===== config.mk =====
export PLATFORM = sky130hd
export DESIGN_NAME = csaf_seq
export DESIGN_NICKNAME = d
export VERILOG_FILES = /design/src/csaf_pkg.sv /design/src/csaf_div.sv /design/src/csaf_seq.sv
export VERILOG_INCLUDE_DIRS = /design/src /design/src/src
export SDC_FILE = /design/constraint.sdc
export NUM_CORES = 1
export LEC_CHECK = 0
export BUFFER_PORTS_ARGS = -buffer_cell sky130_fd_sc_hd__buf_2
export CORE_UTILIZATION = 40
export DETAILED_ROUTE_END_ITERATION = 10
export GPL_ROUTABILITY_DRIVEN = 0
export PLACE_DENSITY = 0.54
export SYNTH_ARGS = -nofsm -noshare
export SYNTH_HDL_FRONTEND = slang
export SYNTH_SLANG_ARGS = --single-unit

===== constraint.sdc =====
create_clock -name clk -period 7.9 [get_ports clk]
set_input_delay 0.395 -clock clk [delete_from_list [all_inputs] [get_ports clk]]
set_output_delay 0.395 -clock clk [all_outputs]
set_load 0.01 [all_outputs]

===== src/csaf_defines.svh =====
// Timing and geometry constants for the center-scan / focus readout sequencer.
// Assumes inclusion by bare name from design and sim files.
`ifndef CSAF_DEFINES_SVH
`define CSAF_DEFINES_SVH
`define CSAF_CLK_MHZ 100
`define CSAF_SENSOR_ROWS 12'h4e0
`define CSAF_BAND_CS 12'h470
`define CSAF_BAND_AF1 12'h3ac
`define CSAF_BAND_AF2 12'h12c
`define CSAF_LINES_CS_36 12'h238
`define CSAF_LINES_CS_28 12'h1b2
`define CSAF_LINES_PR_36 12'h244
`define CSAF_LINES_PR_28 12'h1bc
`define CSAF_LINES_AF1_36 12'h0eb
`define CSAF_LINES_AF1_28 12'h0aa
`define CSAF_LINES_AF2_36 12'h04b
`define CSAF_LINES_AF2_28 12'h02b
`define CSAF_ADD_SHIFT 12'h002
`define CSAF_VSTEP_DIV 8'h08
`define CSAF_LINE_CYC 16'h0100
`endif


===== src/csaf_pkg.sv =====
// Types for the center-scan / focus readout sequencer.
// Assumes no surroundings beyond the design files.
package csaf_pkg;
  typedef enum logic [2:0] {
    CSAF_MODE_CS1,
    CSAF_MODE_CS2,
    CSAF_MODE_CS3,
    CSAF_MODE_AF1,
    CSAF_MODE_AF2
  } csaf_mode_type;

  typedef struct packed {
    logic vstep;
    logic fast;
    logic xfer_hi;
    logic xfer_lo;
    logic line_out;
  } csaf_drive_type;

  typedef struct packed {
    logic [7:0] cnt;
  } csaf_div_state_type;
endpackage : csaf_pkg


===== src/csaf_div.sv =====
// Enable divider: one-cycle pulse every DIV clocks.
// Assumes a single clock domain.
module csaf_div
  import csaf_pkg::*;
#(
  parameter logic [7:0] DIV = 8'h08
) (
  input wire logic clk,
  input wire logic rst_n,
  output logic tick
);
  csaf_div_state_type s_q, s_d;

  always_comb begin
    s_d = s_q;
    if (s_q.cnt == DIV - 8'h01) begin
      s_d.cnt = 8'h00;
    end else begin
      s_d.cnt = s_q.cnt + 8'h01;
    end
  end

  always_ff @(posedge clk or negedge rst_n) begin
    if (!rst_n) begin
      s_q <= '0;
    end else begin
      s_q <= s_d;
    end
  end

  assign tick = (s_q.cnt == DIV - 8'h01);
endmodule : csaf_div


===== src/csaf_seq.sv =====
// Frame sequencer driving an interline sensor in center-scan and focus modes.
// Assumes an analog clock driver turns the drive strobes into transfer clocks.
`include "csaf_defines.svh"

// What this block does
// In the addition mode rows 3-4 of each group of four move first, then two shifts, then rows 1-2.
// The sensor adds the second row pair into the shifted register; the sequencer only orders it.
// Two-of-four modes sweep away everything outside a central 1136-row band.
// The addition mode outputs 568 lines at 36MHz and 434 at 28.6364MHz.
// The progressive center mode reads every row after sweeping the outside rows.
// The progressive center mode outputs 580 lines at 36MHz and 444 at 28.6364MHz.
// Focus mode one keeps a 940-row band and reads the first and sixth of each eight.
// Focus mode one outputs 235 lines at 36MHz and 170 at 28.6364MHz.
// Focus mode two keeps a 300-row band, reads two of eight, outputs 75 or 43 lines.
// Center mode one reads rows 3-4 of each four without addition.
// Both focus modes use the two-of-eight row choice.
// Rows outside the band are flushed with fast transfers, not output.
// Frame periods follow the mode and clock rate, set by the fixed CSAF_LINE_CYC line period.
// The mode is latched and changed only at a frame boundary.
module csaf_seq
  import csaf_pkg::*;
(
  input wire logic clk,
  input wire logic rst_n,
  input csaf_mode_type mode_sel,
  input wire logic hclk_36,
  input wire logic start,
  output csaf_drive_type drive,
  output logic vsync,
  output logic busy,
  output logic [11:0] lines_done
);
  // ---------------------------------------------------------------
  // Types and state
  // ---------------------------------------------------------------
  typedef enum logic [2:0] {
    ST_IDLE, ST_SWEEP_TOP, ST_READ, ST_STEP, ST_SWEEP_BOT
  } csaf_state_type;

  typedef struct packed {
    csaf_state_type st;
    csaf_mode_type mode;
    logic r36;
    logic [11:0] row;
    logic [11:0] band_end;
    logic [11:0] lines;
    logic [11:0] target;
    logic [2:0] phase;
    logic [15:0] wait_cnt;
    csaf_drive_type drv;
    logic vs;
  } csaf_seq_state_type;

  csaf_seq_state_type s_q, s_d;
  logic fast_tick;
  logic [11:0] band;
  logic [11:0] lines_tgt;
  logic [11:0] top;
  // Phase counter only needs to reach the shift count plus one
  localparam logic [2:0] ADD_SHIFT = 3'(`CSAF_ADD_SHIFT);

  // ---------------------------------------------------------------
  // Row step divider
  // ---------------------------------------------------------------
  // Free running, so the first sweep step may land up to one period late
  csaf_div #(.DIV(`CSAF_VSTEP_DIV)) u_div (
    .clk(clk),
    .rst_n(rst_n),
    .tick(fast_tick)
  );

  // ---------------------------------------------------------------
  // Band and line counts per mode
  // ---------------------------------------------------------------
  always_comb begin
    band = `CSAF_BAND_CS;
    lines_tgt = `CSAF_LINES_CS_28;
    unique case (mode_sel)
      // central band for two-of-four
      CSAF_MODE_CS1, CSAF_MODE_CS2: begin
        band = `CSAF_BAND_CS;
        // addition line count
        lines_tgt = hclk_36 ? `CSAF_LINES_CS_36 : `CSAF_LINES_CS_28;
      end
      CSAF_MODE_CS3: begin
        // Band derived from line count since progressive reads one row per line
        band = hclk_36 ? `CSAF_LINES_PR_36 : `CSAF_LINES_PR_28;
        // progressive line count
        lines_tgt = hclk_36 ? `CSAF_LINES_PR_36 : `CSAF_LINES_PR_28;
      end
      CSAF_MODE_AF1: begin
        // 940-row band
        band = `CSAF_BAND_AF1;
        // focus one line count
        lines_tgt = hclk_36 ? `CSAF_LINES_AF1_36 : `CSAF_LINES_AF1_28;
      end
      CSAF_MODE_AF2: begin
        band = `CSAF_BAND_AF2;
        // focus two line count
        lines_tgt = hclk_36 ? `CSAF_LINES_AF2_36 : `CSAF_LINES_AF2_28;
      end
      // Unused codes fall back to the central band
      default: begin
      end
    endcase
    // Odd leftover row goes to the bottom sweep
    top = (`CSAF_SENSOR_ROWS - band) >> 1;
  end

  // ---------------------------------------------------------------
  // Frame sequencer
  // ---------------------------------------------------------------
  always_comb begin
    s_d = s_q;
    s_d.drv = '0;
    s_d.vs = 1'b0;
    unique case (s_q.st)
      ST_IDLE: begin
        // Start is only looked at here, never mid-frame
        if (start) begin
          // mode latched at frame start
          s_d.mode = mode_sel;
          s_d.r36 = hclk_36;
          s_d.target = lines_tgt;
          s_d.band_end = top + band;
          s_d.row = top;
          s_d.lines = 12'h000;
          s_d.phase = 3'h0;
          s_d.vs = 1'b1;
          s_d.st = ST_SWEEP_TOP;
        end
      end
      ST_SWEEP_TOP: begin
        // fast flush of top rows
        if (fast_tick) begin
          s_d.drv.fast = 1'b1;
          s_d.drv.vstep = 1'b1;
          if (s_q.row == 12'h000 || s_q.row == 12'h001) begin
            s_d.st = ST_READ;
            s_d.wait_cnt = 16'h0000;
          end
          s_d.row = s_q.row - 12'h001;
        end
      end
      ST_READ: begin
        // One line period per output line; line period sets the frame rate
        // line period paces frame rate
        if (s_q.wait_cnt == 16'h0000) begin
          unique case (s_q.mode)
            // rows 3-4 first, then two shifts, then 1-2
            CSAF_MODE_CS2: begin
              s_d.drv.xfer_hi = 1'b1;
              s_d.phase = 3'h1;
            end
            // rows 3-4 only
            CSAF_MODE_CS1: s_d.drv.xfer_hi = 1'b1;
            // first and sixth of eight
            CSAF_MODE_AF1, CSAF_MODE_AF2: begin
              s_d.drv.xfer_hi = 1'b1;
              s_d.drv.xfer_lo = 1'b1;
            end
            // every row progressively
            CSAF_MODE_CS3: s_d.drv.xfer_lo = 1'b1;
            // Unknown latched mode moves no rows
            default: s_d.drv = '0;
          endcase
          s_d.wait_cnt = 16'h0001;
        end else if (s_q.phase != 3'h0 && s_q.phase <= ADD_SHIFT) begin
          s_d.drv.vstep = 1'b1;
          s_d.phase = s_q.phase + 3'h1;
        end else if (s_q.phase == ADD_SHIFT + 3'h1) begin
          // second pair summed in shifted register
          s_d.drv.xfer_lo = 1'b1;
          s_d.phase = 3'h0;
        end else if (s_q.wait_cnt == `CSAF_LINE_CYC) begin
          s_d.drv.line_out = 1'b1;
          s_d.lines = s_q.lines + 12'h001;
          s_d.wait_cnt = 16'h0000;
          if (s_q.lines + 12'h001 == s_q.target) begin
            s_d.st = ST_SWEEP_BOT;
            s_d.row = s_q.band_end;
          end
        end else begin
          s_d.wait_cnt = s_q.wait_cnt + 16'h0001;
        end
      end
      ST_STEP: s_d.st = ST_READ;
      ST_SWEEP_BOT: begin
        // fast flush of bottom rows
        if (fast_tick) begin
          s_d.drv.fast = 1'b1;
          s_d.drv.vstep = 1'b1;
          s_d.row = s_q.row + 12'h001;
          // Last step is the bottom row; busy drops with it
          if (s_q.row >= `CSAF_SENSOR_ROWS - 12'h001) begin
            s_d.st = ST_IDLE;
          end
        end
      end
    endcase
  end

  // ---------------------------------------------------------------
  // State register
  // ---------------------------------------------------------------
  always_ff @(posedge clk or negedge rst_n) begin
    if (!rst_n) begin
      s_q <= '0;
    end else begin
      s_q <= s_d;
    end
  end

  // ---------------------------------------------------------------
  // Outputs
  // ---------------------------------------------------------------
  assign drive = s_q.drv;
  assign vsync = s_q.vs;
  // Busy covers both sweeps so a new start waits for the flush
  assign busy = (s_q.st != ST_IDLE);
  assign lines_done = s_q.lines;
endmodule : csaf_seq

Word level (Yosys, flattened, before mapping)
Cells that the tools add are included. W data, S select, Z words.

Multiplexer cells: 56. Magnitude comparators: 2. Eq/ne operators: 31. Reduce and logical (&&, ||, !) cells: 21. Add/subtract/negate cells: 8.

Operator list (number): $mux W12 (11); $mux W16 (4); $mux W58 (1); $pmux W12 S4 (1); $pmux W10 S4 (1); $mux W3 (13); $pmux W11 S3 (1); $pmux W16 S2 (1); $add A12 B1 Y12 const B (2); $pmux W12 S2 (1); $eq A3 B2 Y1 const B (7); $mux W10 (2); $mux W20 (1); $ne A2 B2 Y1 const B (10); $mux W18 (1); $add A16 B1 Y16 const B (1); $eq A16 B9 Y1 const B (1); $logic_not A16 Y1 (1); $pmux W3 S5 (1); $mux W7 (2); $add A11 B12 Y12 (1); $eq A12 B1 Y1 const B (1); $eq A12 B12 Y1 (1); $ge A12 B11 Y1 const B (1); other kinds (32) (51).

Logic and storage cells: 134. Bits in registers: 88. Output and inout bits: 19. Input port bits: 7.

Logic depth before layout (Yosys ltp)
Gate-level depths: netlist of the first run.

Depth in word-level cells: 8. Gate-level depth with buffers: 13. Gate-level depth less buffers: 12.

Cells and area by module
Synthesis of the first run repeated with hierarchy kept, for this count alone.

Cell total of the unflattened synthesis: 645. Area, all modules: 5522.8 µm².

By module, submodules not included: csaf_seq (instances 1, cells each 617, seq. area each 1901.8 µm², area each 5176.2 µm²); csaf_div (instances 1, cells each 28, seq. area each 200.2 µm², area each 346.6 µm²).

Worst setup path before layout of the first run
Ideal clock, no wire load.

Path type: flip-flop to flip-flop. From: register s_q[6] (netlist name). To: register s_q[66] (netlist name). Clock period less this slack: 2.938 ns. Slack: 4.962 ns. Stages on the path, launching flop included: 11. Arrival time: 2.813 ns. Path buffers: 1. Required time: 7.775 ns. Library setup time: 0.125 ns. Cell sequence: dfrtp_1 -> inv_1 -> ha_1 -> nor4b_4 -> nand4_4 -> or4_4 -> a21o_1 -> or3_4 -> o32a_1 -> buf_6 -> mux2_4.

Cells in the longest elaborated chain, start to end: 3. Elaborated cells between the ends (all ways): 5. Those cells by class: eq/ne: 3; reduce/logical: 2.

Ends and longest elaborated chain: from (decl) (line csaf_seq.sv:54) `csaf_seq_state_type s_q, s_d;`; from (signal assigned) (line csaf_seq.sv:208) `s_q <= '0;`; from (signal assigned) (line csaf_seq.sv:210) `s_q <= s_d;`; $eq A16 B9 Y1 (no line) / $logic_not A16 Y1 (equally long branches); $ne A2 B2 Y1 (no line); $reduce_and A9 Y1 (no line) *.

Mark *: on every way between the ends. The rest lies on a longest branch, timed or not. A chain may end at the register's enable or synchronous reset.

Worst setup path after layout of the first run
From: register u_div.s_q[3] (netlist name). To: register s_q[66] (netlist name).

Cells in the longest elaborated chain, start to end: 3. Elaborated cells between the ends (all ways): 4. Those cells by class: eq/ne: 3; reduce/logical: 1.

Ends and longest elaborated chain: from (decl) (line csaf_div.sv:12) `csaf_div_state_type s_q, s_d;`; from (signal assigned) (line csaf_div.sv:25) `s_q <= '0;`; from (signal assigned) (line csaf_div.sv:27) `s_q <= s_d;`; $eq A8 B3 Y1 * (line csaf_div.sv:31) `assign tick = (s_q.cnt == DIV - 8'h01);`; $ne A2 B2 Y1 (no line); $reduce_and A9 Y1 (no line) *.

Marks and branches as above.

==> reports/metrics.csv, run 1 <==
metric,value,unit
worst-case clock buffer depth,2,
Worst-Margin Slew,1.153,ns
post-synthesis sequential area ratio,37.94,%
worst vdd ir,0.1098,mV
Die Span Y,119.7,um
Max Cap Viol,0,
Wirelength per Cell,16.65,um
CTS Root Cell,clkbuf_16,
global-route wire length before repair,23360,um
worst r2r dst,s_q[66],
fin area,5977,um2
Register Area,2102,um2
FMAX,0.3011,GHz
Post-Synthesis Cells,663,
"count leader, synth",dfrtp_1,
met3 Usage GRT,4.087,%
Ys Warns,0,
largest area contributor in the netlist,dfrtp_1,
num rows,42,
synthesis-stage register bit count,84,
worst reg2reg path depth,7,
CP Data Required Time,8.13,ns
antenna violations before repair,0,
FF-to-FF Start,u_div.s_q[3],
# setup viols final,0,
relative slew slack,22.97,%
total CTS buffers,9,
Syn Std Cell Area,5540,um2
Mapped Avg Cell Area,8.356,um2
# DRC,0,
worst hold endpoint,s_q[74],
clock latency at the later pin of the worst-skew pair,0.34,ns
n_diodes,0,
"EDFF count, synth",0,
fin crit share,42.04,%
hold path cells,3,
min Tclk post-route,3.321,ns
GRT busiest layer,met2,
vias in the first global route,4522,
"top cells by area, synth","dfrtp_1 (38%), o21ai_0 (6.2%), nand2_1 (5.2%)",
post-cts resize count,0,
pin count of the biggest net entering global routing,56,
status,"finished, final reports clean",
Top Ports,26,
RSZ-0062 raised after global routing,false,
power per cell area,342.7,nW/um2
chip width,119.7,um
grt ovf,0,
post-synth top area share,37.94,%
Routed Antenna Nets,0,
Initial DRT Pass Iterations,7,
1st-iter DRT viols,477,
total die area,14330,um2
Via density,5.899,
Unique masters post-synth,70,
R2R setup slack,4.58,ns
CTS tree,done,
slowest stage cell on the critical path,nor3b_1,
ordered cell list for the critical path,nor4_1 > nor3b_1 > a31oi_1 > o22a_1 > or3_4 > o32a_1 > mux2_4,
commonest cells in the synthesized netlist,"dfrtp_1 (84), nand2_1 (77), o21ai_0 (69)",
M2 GR Usage,30.46,%
Hold Path Origin,mode_sel[0],
Clock transition at path regs,0.06,ns
Critical Path Max Stage Delay,0.70,ns
Crit Path Max Fanout,9,
GR Layer Usage met1,29.70,%
PortBufs,25,
"Data arrival, critical path",3.55,ns
Final Hold Fails,0,
clock sink count,84,
Leak Pwr,2.585,nW
CP Class,reg2reg,
Clock Skew,0.009156,ns
starting density of the core,41.34,%
HP Class,in2reg,
post-detail-place hpwl,9602,um
Final #Nets,677,
max-slew violations,0,
placed cell areas,5648,um2
ys async rst share,100.0,%
Layout Area Growth over Synthesis,7.882,%
vias post-DR,4908,
Worst Setup Start Kind,flip-flop,
syn nets,689,
gr usage total,20.64,%
Critical Path Sink Type,flip-flop,
Multi-input gate area,3067,um2
final wirelength,13860,um
FILL cells,1344,
H-tree depth,3,
Core Footprint,13400,um2
layout cells sized above 1,8.689,%
main flop type after synthesis,dfrtp_1,
post-route setup TNS,0,ns
worst max-delay path, delay by kind of cell, from the launching register on:
kind | cells | cell delay [ns]
AO/OA/AOI/OAI | 3 | 0.94
flip-flops | 1 | 0.42
multiplexers | 1 | 0.35
AND/OR/NAND/NOR | 3 | 1.50
cell usage in the layout (no fill, tap or decap), types with 14 or more instances in the layout:
cell	Yosys	routed
dfrtp_1	84	84
nand2_1	77	77
o21ai_0	69	69
nor2_1	54	54
nand3_1	30	30
a21oi_1	30	30
inv_1	24	24
buf_2	0	24
o31ai_1	21	21
ha_1	19	19
xnor2_1	16	16
a31oi_1	15	15
and3_1	14	14
power by group:
group / switching (W) / internal [W] / total, W
clock network: 0.000174 / 0.000285 / 0.000459
registers: 0.000186 / 0.000564 / 0.000751
logic: 0.000501 / 0.000338 / 0.000838
total: 0.000861 / 0.00119 / 0.00205
through the flow:
step / instances / worst slack (ns) / total power (W) / util [%] / hold slack (ns)
6_report: 832 / 4.579 / 0.002048 / 44.60 / 0.3976
4_1_cts: 832 / 4.610 / 0.002056 / 44.60 / 0.3832
5_1_grt: 832 / 4.371 / 0.002224 / 44.60 / 0.4145
2_1_floorplan: 663 / 4.962 / 0.001399 / - / 0.09941
3_3_place_gp: 815 / 4.708 / 0.001573 / 42.15 / 0.3546
3_5_place_dp: 815 / 4.632 / 0.001587 / 42.15 / 0.3554
metal layers:
metal,up-vias,part of all wire (%)
met5,-,0
met4,0,1.7
met3,22,4.9
met1,2366,49
met2,157,45
li1,2363,-
worst max-delay path by stage:
| stage | slack [ns] | start | end | cells past startpoint |
|---|---|---|---|---|
| 6_report | 4.58 | u_div.s_q[3] | s_q[66] | 7 |
| 5_1_grt | 4.37 | s_q[22] | lines_done[2] | 10 |
| 4_1_cts | 4.61 | u_div.s_q[3] | s_q[66] | 7 |
| 3_5_place_dp | 4.63 | u_div.s_q[3] | s_q[66] | 7 |
| 3_3_place_gp | 4.71 | u_div.s_q[3] | s_q[66] | 7 |
| 2_1_floorplan | 4.96 | s_q[6] | s_q[66] | 10 |
registers in the layout, indices dropped and copies added, names as in the netlist:
name and count:
u_div.s_q 8, lines_done 12, vsync 1, s_q 58
drive 5
cell type report:
type	count	share of cell area, %
multi-input combinational	499	51.31
sequential	84	35.17
clock buffer	12	4.124
tap	176	3.684
timing repair buffer	30	2.805
inverter	27	1.696
clock inverter	4	1.214
logic make-up after synthesis:
kind of cell | synth area share [%]
AO/OA/AOI/OAI | 22.47
other | 0.06769
flip-flops | 37.94
XOR/XNOR | 3.952
adder cells (fa/ha/maj) | 4.291
buffers and inverters | 6.707
AND/OR/NAND/NOR | 23.58
multiplexers | 0.9936
what timing repair did:
action	4_1_cts	5_1_grt
endpoints found under the hold margin	29	0
setup buffers	0	0
hold buffers	1	0
(Power assumes the default switching activity.)
==> run 2, diff against run 1 <==
--- a/config.mk
+++ b/config.mk
@@ -10,7 +10,7 @@
 export CORE_UTILIZATION = 40
 export DETAILED_ROUTE_END_ITERATION = 10
 export GPL_ROUTABILITY_DRIVEN = 0
-export PLACE_DENSITY = 0.54
+export PLACE_DENSITY = 0.56
 export SYNTH_ARGS = -nofsm -noshare
 export SYNTH_HDL_FRONTEND = slang
 export SYNTH_SLANG_ARGS = --single-unit
==> constraint.sdc (replaced) <==
create_clock -name clk -period 2.95 [get_ports clk]
set_input_delay 0.1475 -clock clk [delete_from_list [all_inputs] [get_ports clk]]
set_output_delay 0.1475 -clock clk [all_outputs]
set_load 0.01 [all_outputs]
==> reports/metrics.csv, run 2 (synthesis gave the netlist of run 1 again) <==
metric,value,unit
"Data arrival, critical path",3.13,ns
CP Data Required Time,3.20,ns
Clock transition at path regs,0.07,ns
gr usage total,21.03,%
endpoint of the most critical setup path,s_q[63],
Wirelength per Cell,16.64,um
PortBufs,25,
Top Ports,26,
Layout Area Growth over Synthesis,12.69,%
Register Area,2102,um2
CTS Root Cell,clkbuf_16,
clock latency at the later pin of the worst-skew pair,0.35,ns
power per cell area,917.9,nW/um2
total CTS buffers,9,
Via density,5.808,
CP Class,reg2reg,
chip width,119.7,um
Post-Route M1 WL,6725,um
final wirelength,14410,um
vias post-DR,5030,
Routed Antenna Nets,0,
worst reg2reg path depth,8,
Multi-input gate area,3089,um2
worst r2r dst,s_q[63],
met2 routed WL,6743,um
# setup viols final,0,
Final Hold Fails,0,
post-route setup TNS,0,ns
fin crit share,97.63,%
num rows,42,
slowest stage cell on the critical path,or4_4,
R2R setup slack,0.07,ns
Critical Path Max Stage Delay,0.52,ns
total power,0.005731,W
global-route wire length before repair,23900,um
total die area,14330,um2
layout cells sized above 1,14.06,%
min Tclk post-route,2.880,ns
Die Span Y,119.7,um
# DRC,0,
Worst Setup Start Kind,flip-flop,
Biggest register,s_q,
status,"finished, final reports clean",
ordered cell list for the critical path,nor4_2 > nand4_4 > or4_4 > a21o_1 > or3_4 > o32a_1 > buf_6 > o211ai_1,
Setup crit start,s_q[18],
H-tree depth,3,
Clock Skew,0.009766,ns
Leak Pwr,2.755,nW
CP Buf/Inv Count,1,
Top Metal Used,met4,
DR WL met3,689,um
Final #Nets,711,
WP depth,8,
grt ovf,0,
starting density of the core,41.34,%
clock sink count,84,
1st-iter DRT viols,450,
"delay-heaviest family, CP",simple AND/OR/NAND/NOR gates,
vias in the first global route,4685,
Max Cap Viol,0,
FILL cells,1329,
"Core Util, Final",46.59,%
antenna violations before repair,0,
pin count of the biggest net entering global routing,51,
worst vdd ir,0.3902,mV
FF-to-FF Start,s_q[18],
Initial DRT Pass Iterations,5,
Finished Layout Cells,866,
Core Footprint,13400,um2
most frequent cells in the layout,"dfrtp_1 (84), nand2_1 (77), o21ai_0 (69)",
post-detail-place hpwl,10240,um
Cells after DPL,846,
HP Class,in2reg,
CTS tree,done,
worst-case clock buffer depth,2,
FMAX,0.3472,GHz
RSZ-0062 raised after global routing,false,
Worst-Margin Slew,0.7932,ns
"commonest non-fill, non-tap cell in the layout",dfrtp_1,
max reg flops,58,
Crit Path Max Fanout,8,
Critical Path Sink Type,flip-flop,
Fin Hold WS,0.1278,ns
relative slew slack,46.93,%
n_diodes,0,
max-slew violations,0,
[run 2: cell types whose count changed in the layout (fill, tap and decap cells not counted), sizes merged]
cell,before,now
clkinv,3,4
bufinv,2,1
buf,29,63
[run 2: area by class of cell]
| type | instances | area share, % |
|---|---|---|
| clock buffer | 12 | 4.108 |
| tap | 176 | 3.527 |
| sequential | 84 | 33.67 |
| clock inverter | 4 | 0.7615 |
| inverter | 27 | 1.623 |
| multi-input combinational | 499 | 49.48 |
| timing repair buffer | 64 | 6.834 |
[run 2: metal layers]
metal	vias up	GRT usage [%]
li1	2426	-
met1	2445	29.06
met2	141	33.38
met3	18	3.612
met4	0	6.641
met5	-	0
[run 2: how the worst min path moves through the flow]
| stage | start | endpoint | slack (ns) | depth (start not counted) |
|---|---|---|---|---|
| finish | mode_sel[0] | s_q[74] | 0.13 | 3 |
| global route | mode_sel[0] | s_q[74] | 0.14 | 3 |
| CTS | mode_sel[0] | s_q[74] | 0.12 | 3 |
| detailed placement | rst_n | s_q[9] | 0.23 | 1 |
| global placement | rst_n | s_q[10] | 0.23 | 1 |
| floorplan | rst_n | drive[0] | -0.15 | 0 |
[run 2: timing repair]
| action | CTS | global route |
|---|---|---|
| endpoints found under the setup margin | 0 | 10 |
| hold buffers | 1 | 0 |
| hold endpoints to repair | 48 | 0 |
| setup buffers | 0 | 3 |
| resized for setup | 0 | 6 |
[run 2: worst min-delay path, delay by kind of cell]
family | cells | cell delay (ns)
buffers and inverters | 1 | 0.17
and+or+nand+nor | 2 | 0.12
[run 2: through the flow]
step	worst slack [ns]	area, um2
detailed placement	0.08428	5881
finish	0.06981	6243
floorplan	0.01169	5540
global placement	0.1356	5881
CTS	0.05896	6195
global route	0.004832	6243
[run 2: power by group]
group	switching [W]	total (W)	internal, W
Sequential	0.000455	0.00197	0.00151
Combinational	0.00148	0.00260	0.00111
Clock	0.000467	0.00117	0.000700
Total	0.00240	0.00573	0.00333
==> run 3, diff against run 2 <==
--- a/config.mk
+++ b/config.mk
@@ -10,7 +10,7 @@
 export CORE_UTILIZATION = 40
 export DETAILED_ROUTE_END_ITERATION = 10
 export GPL_ROUTABILITY_DRIVEN = 0
-export PLACE_DENSITY = 0.56
+export PLACE_DENSITY_LB_ADDON = 0.12
 export SYNTH_ARGS = -nofsm -noshare
 export SYNTH_HDL_FRONTEND = slang
 export SYNTH_SLANG_ARGS = --single-unit
==> reports/metrics.csv, run 3 (synthesis gave the netlist of run 1 again) <==
metric,value,unit
final wirelength,14510,um
total CTS buffers,9,
most frequent cells in the layout,"dfrtp_1 (84), nand2_1 (77), o21ai_0 (69)",
Hold Path Origin,mode_sel[2],
Routed Antenna Nets,0,
Critical Path Sink Type,flip-flop,
ordered cell list for the critical path,inv_2 > ha_4 > nor4b_4 > nand4_4 > or4_4 > a21o_1 > or3_4 > o32a_1 > mux2_4,
n_diodes,0,
num rows,42,
Logic pwr share,44.4,%
Leak Pwr,2.769,nW
fin crit share,98.08,%
NetSw,0.002417,W
Biggest register,s_q,
worst vdd ir,0.3369,mV
Initial DRT Pass Iterations,6,
clock latency at the later pin of the worst-skew pair,0.35,ns
Setup crit start,s_q[7],
sw frac,41.76,%
gr usage total,21.10,%
"commonest non-fill, non-tap cell in the layout",dfrtp_1,
placed cell areas,5888,um2
clock sink count,84,
post-detail-place hpwl,10240,um
vias in the first global route,4711,
# setup viols final,0,
worst-case clock buffer depth,2,
CP Data Required Time,3.18,ns
RSZ-0062 raised after global routing,true,
1st-iter DRT viols,480,
grt ovf,0,
Worst Setup Start Kind,flip-flop,
max-slew violations,0,
total die area,14330,um2
Clock transition at path regs,0.07,ns
global-route wire length before repair,23920,um
"Data arrival, critical path",3.13,ns
Cells after DPL,847,
Reg power frac,34.0,%
Clock Skew,0.009496,ns
Worst-Margin Slew,0.7853,ns
max reg flops,58,
Via density,5.756,
Finished Layout Cells,866,
antenna violations before repair,0,
Die Span Y,119.7,um
vias post-DR,4985,
starting density of the core,41.34,%
CP Class,reg2reg,
FF-to-FF Start,s_q[7],
Fin Hold WS,0.1261,ns
# DRC,0,
Final Hold Fails,0,
power per cell area,923.0,nW/um2
Crit Path Max Fanout,3,
H-tree depth,3,
fin area,6271,um2
FILL cells,1317,
P_int,0.003371,W
"delay-heaviest family, CP",simple AND/OR/NAND/NOR gates,
status,"finished, final reports clean",
Final #Nets,712,
Wirelength per Cell,16.76,um
slowest stage cell on the critical path,or4_4,
min Tclk post-route,2.893,ns
post-route setup TNS,0,ns
CTS Root Cell,clkbuf_16,
layout cells sized above 1,14.06,%
CTS tree,done,
pin count of the biggest net entering global routing,62,
HP Class,in2reg,
Core Footprint,13400,um2
Critical Path Max Stage Delay,0.55,ns
relative slew slack,47.65,%
chip width,119.7,um
Layout Area Growth over Synthesis,13.19,%
PortBufs,25,
Max Cap Viol,0,
"Core Util, Final",46.80,%
FMAX,0.3456,GHz
Top Ports,26,
Clock power frac,21.6,%
CP Buf/Inv Count,1,
[run 3: metal layers]
layer	share of wire, %	up-vias	GRT usage [%]	wire length [um]
met4	2.2	0	8.516	317
met1	48	2418	29.07	7012
met3	4.1	22	2.899	599
li1	-	2433	-	-
met5	0	-	0	0
met2	45	112	33.35	6582
[run 3: worst paths after layout]
kind	end	depth (start not counted)	slack, ns
hold / removal	s_q[76]	3	0.13
hold reg to reg	u_div.s_q[0]	1	0.46
max in group asynchronous	s_q[59]	3	1.83
setup reg to reg	s_q[66]	9	0.06
min in group asynchronous	s_q[9]	2	0.40
setup / recovery	s_q[66]	9	0.06
[run 3: power groups by stage]
stage | combinational [W] | clock, W | sequential [W]
final | 0.00257 | 0.00125 | 0.00197
after global routing | 0.00287 | 0.00131 | 0.00204
after CTS | 0.00252 | 0.00127 | 0.00196
after detailed placement | 0.00251 | 0 | 0.00198
after global placement | 0.00245 | 0 | 0.00196
after floorplan | 0.00197 | 0 | 0.00178
[run 3: cell type report]
cell class | instances | area, um2 | area share, %
Multi-Input combinational cell | 499 | 3097 | 49.38
Sequential cell | 84 | 2102 | 33.52
Timing Repair Buffer | 65 | 434.2 | 6.923
Clock buffer | 11 | 242.7 | 3.871
Tap cell | 176 | 220.2 | 3.512
Inverter | 27 | 101.3 | 1.616
Clock inverter | 4 | 73.82 | 1.177
[run 3: repair_timing]
action | in CTS | in global routing
hold endpoints to repair | 59 | 0
resized for setup | 0 | 9
hold buffers | 1 | 0
setup buffers | 0 | 3
setup endpoints to repair | 0 | 12
[run 3: worst min-delay path, cell delays in order]
cell and delay (ns):
buf_2 0.17, nand2_1 0.08, nand2_1 0.04
[run 3: metrics by stage]
stage / worst slack, ns / total power [W]
5_1_grt: -0.02946 / 0.006227
3_3_place_gp: 0.1083 / 0.004417
2_1_floorplan: 0.01169 / 0.003746
3_5_place_dp: 0.09896 / 0.004483
4_1_cts: 0.05945 / 0.005752
6_report: 0.05672 / 0.005788
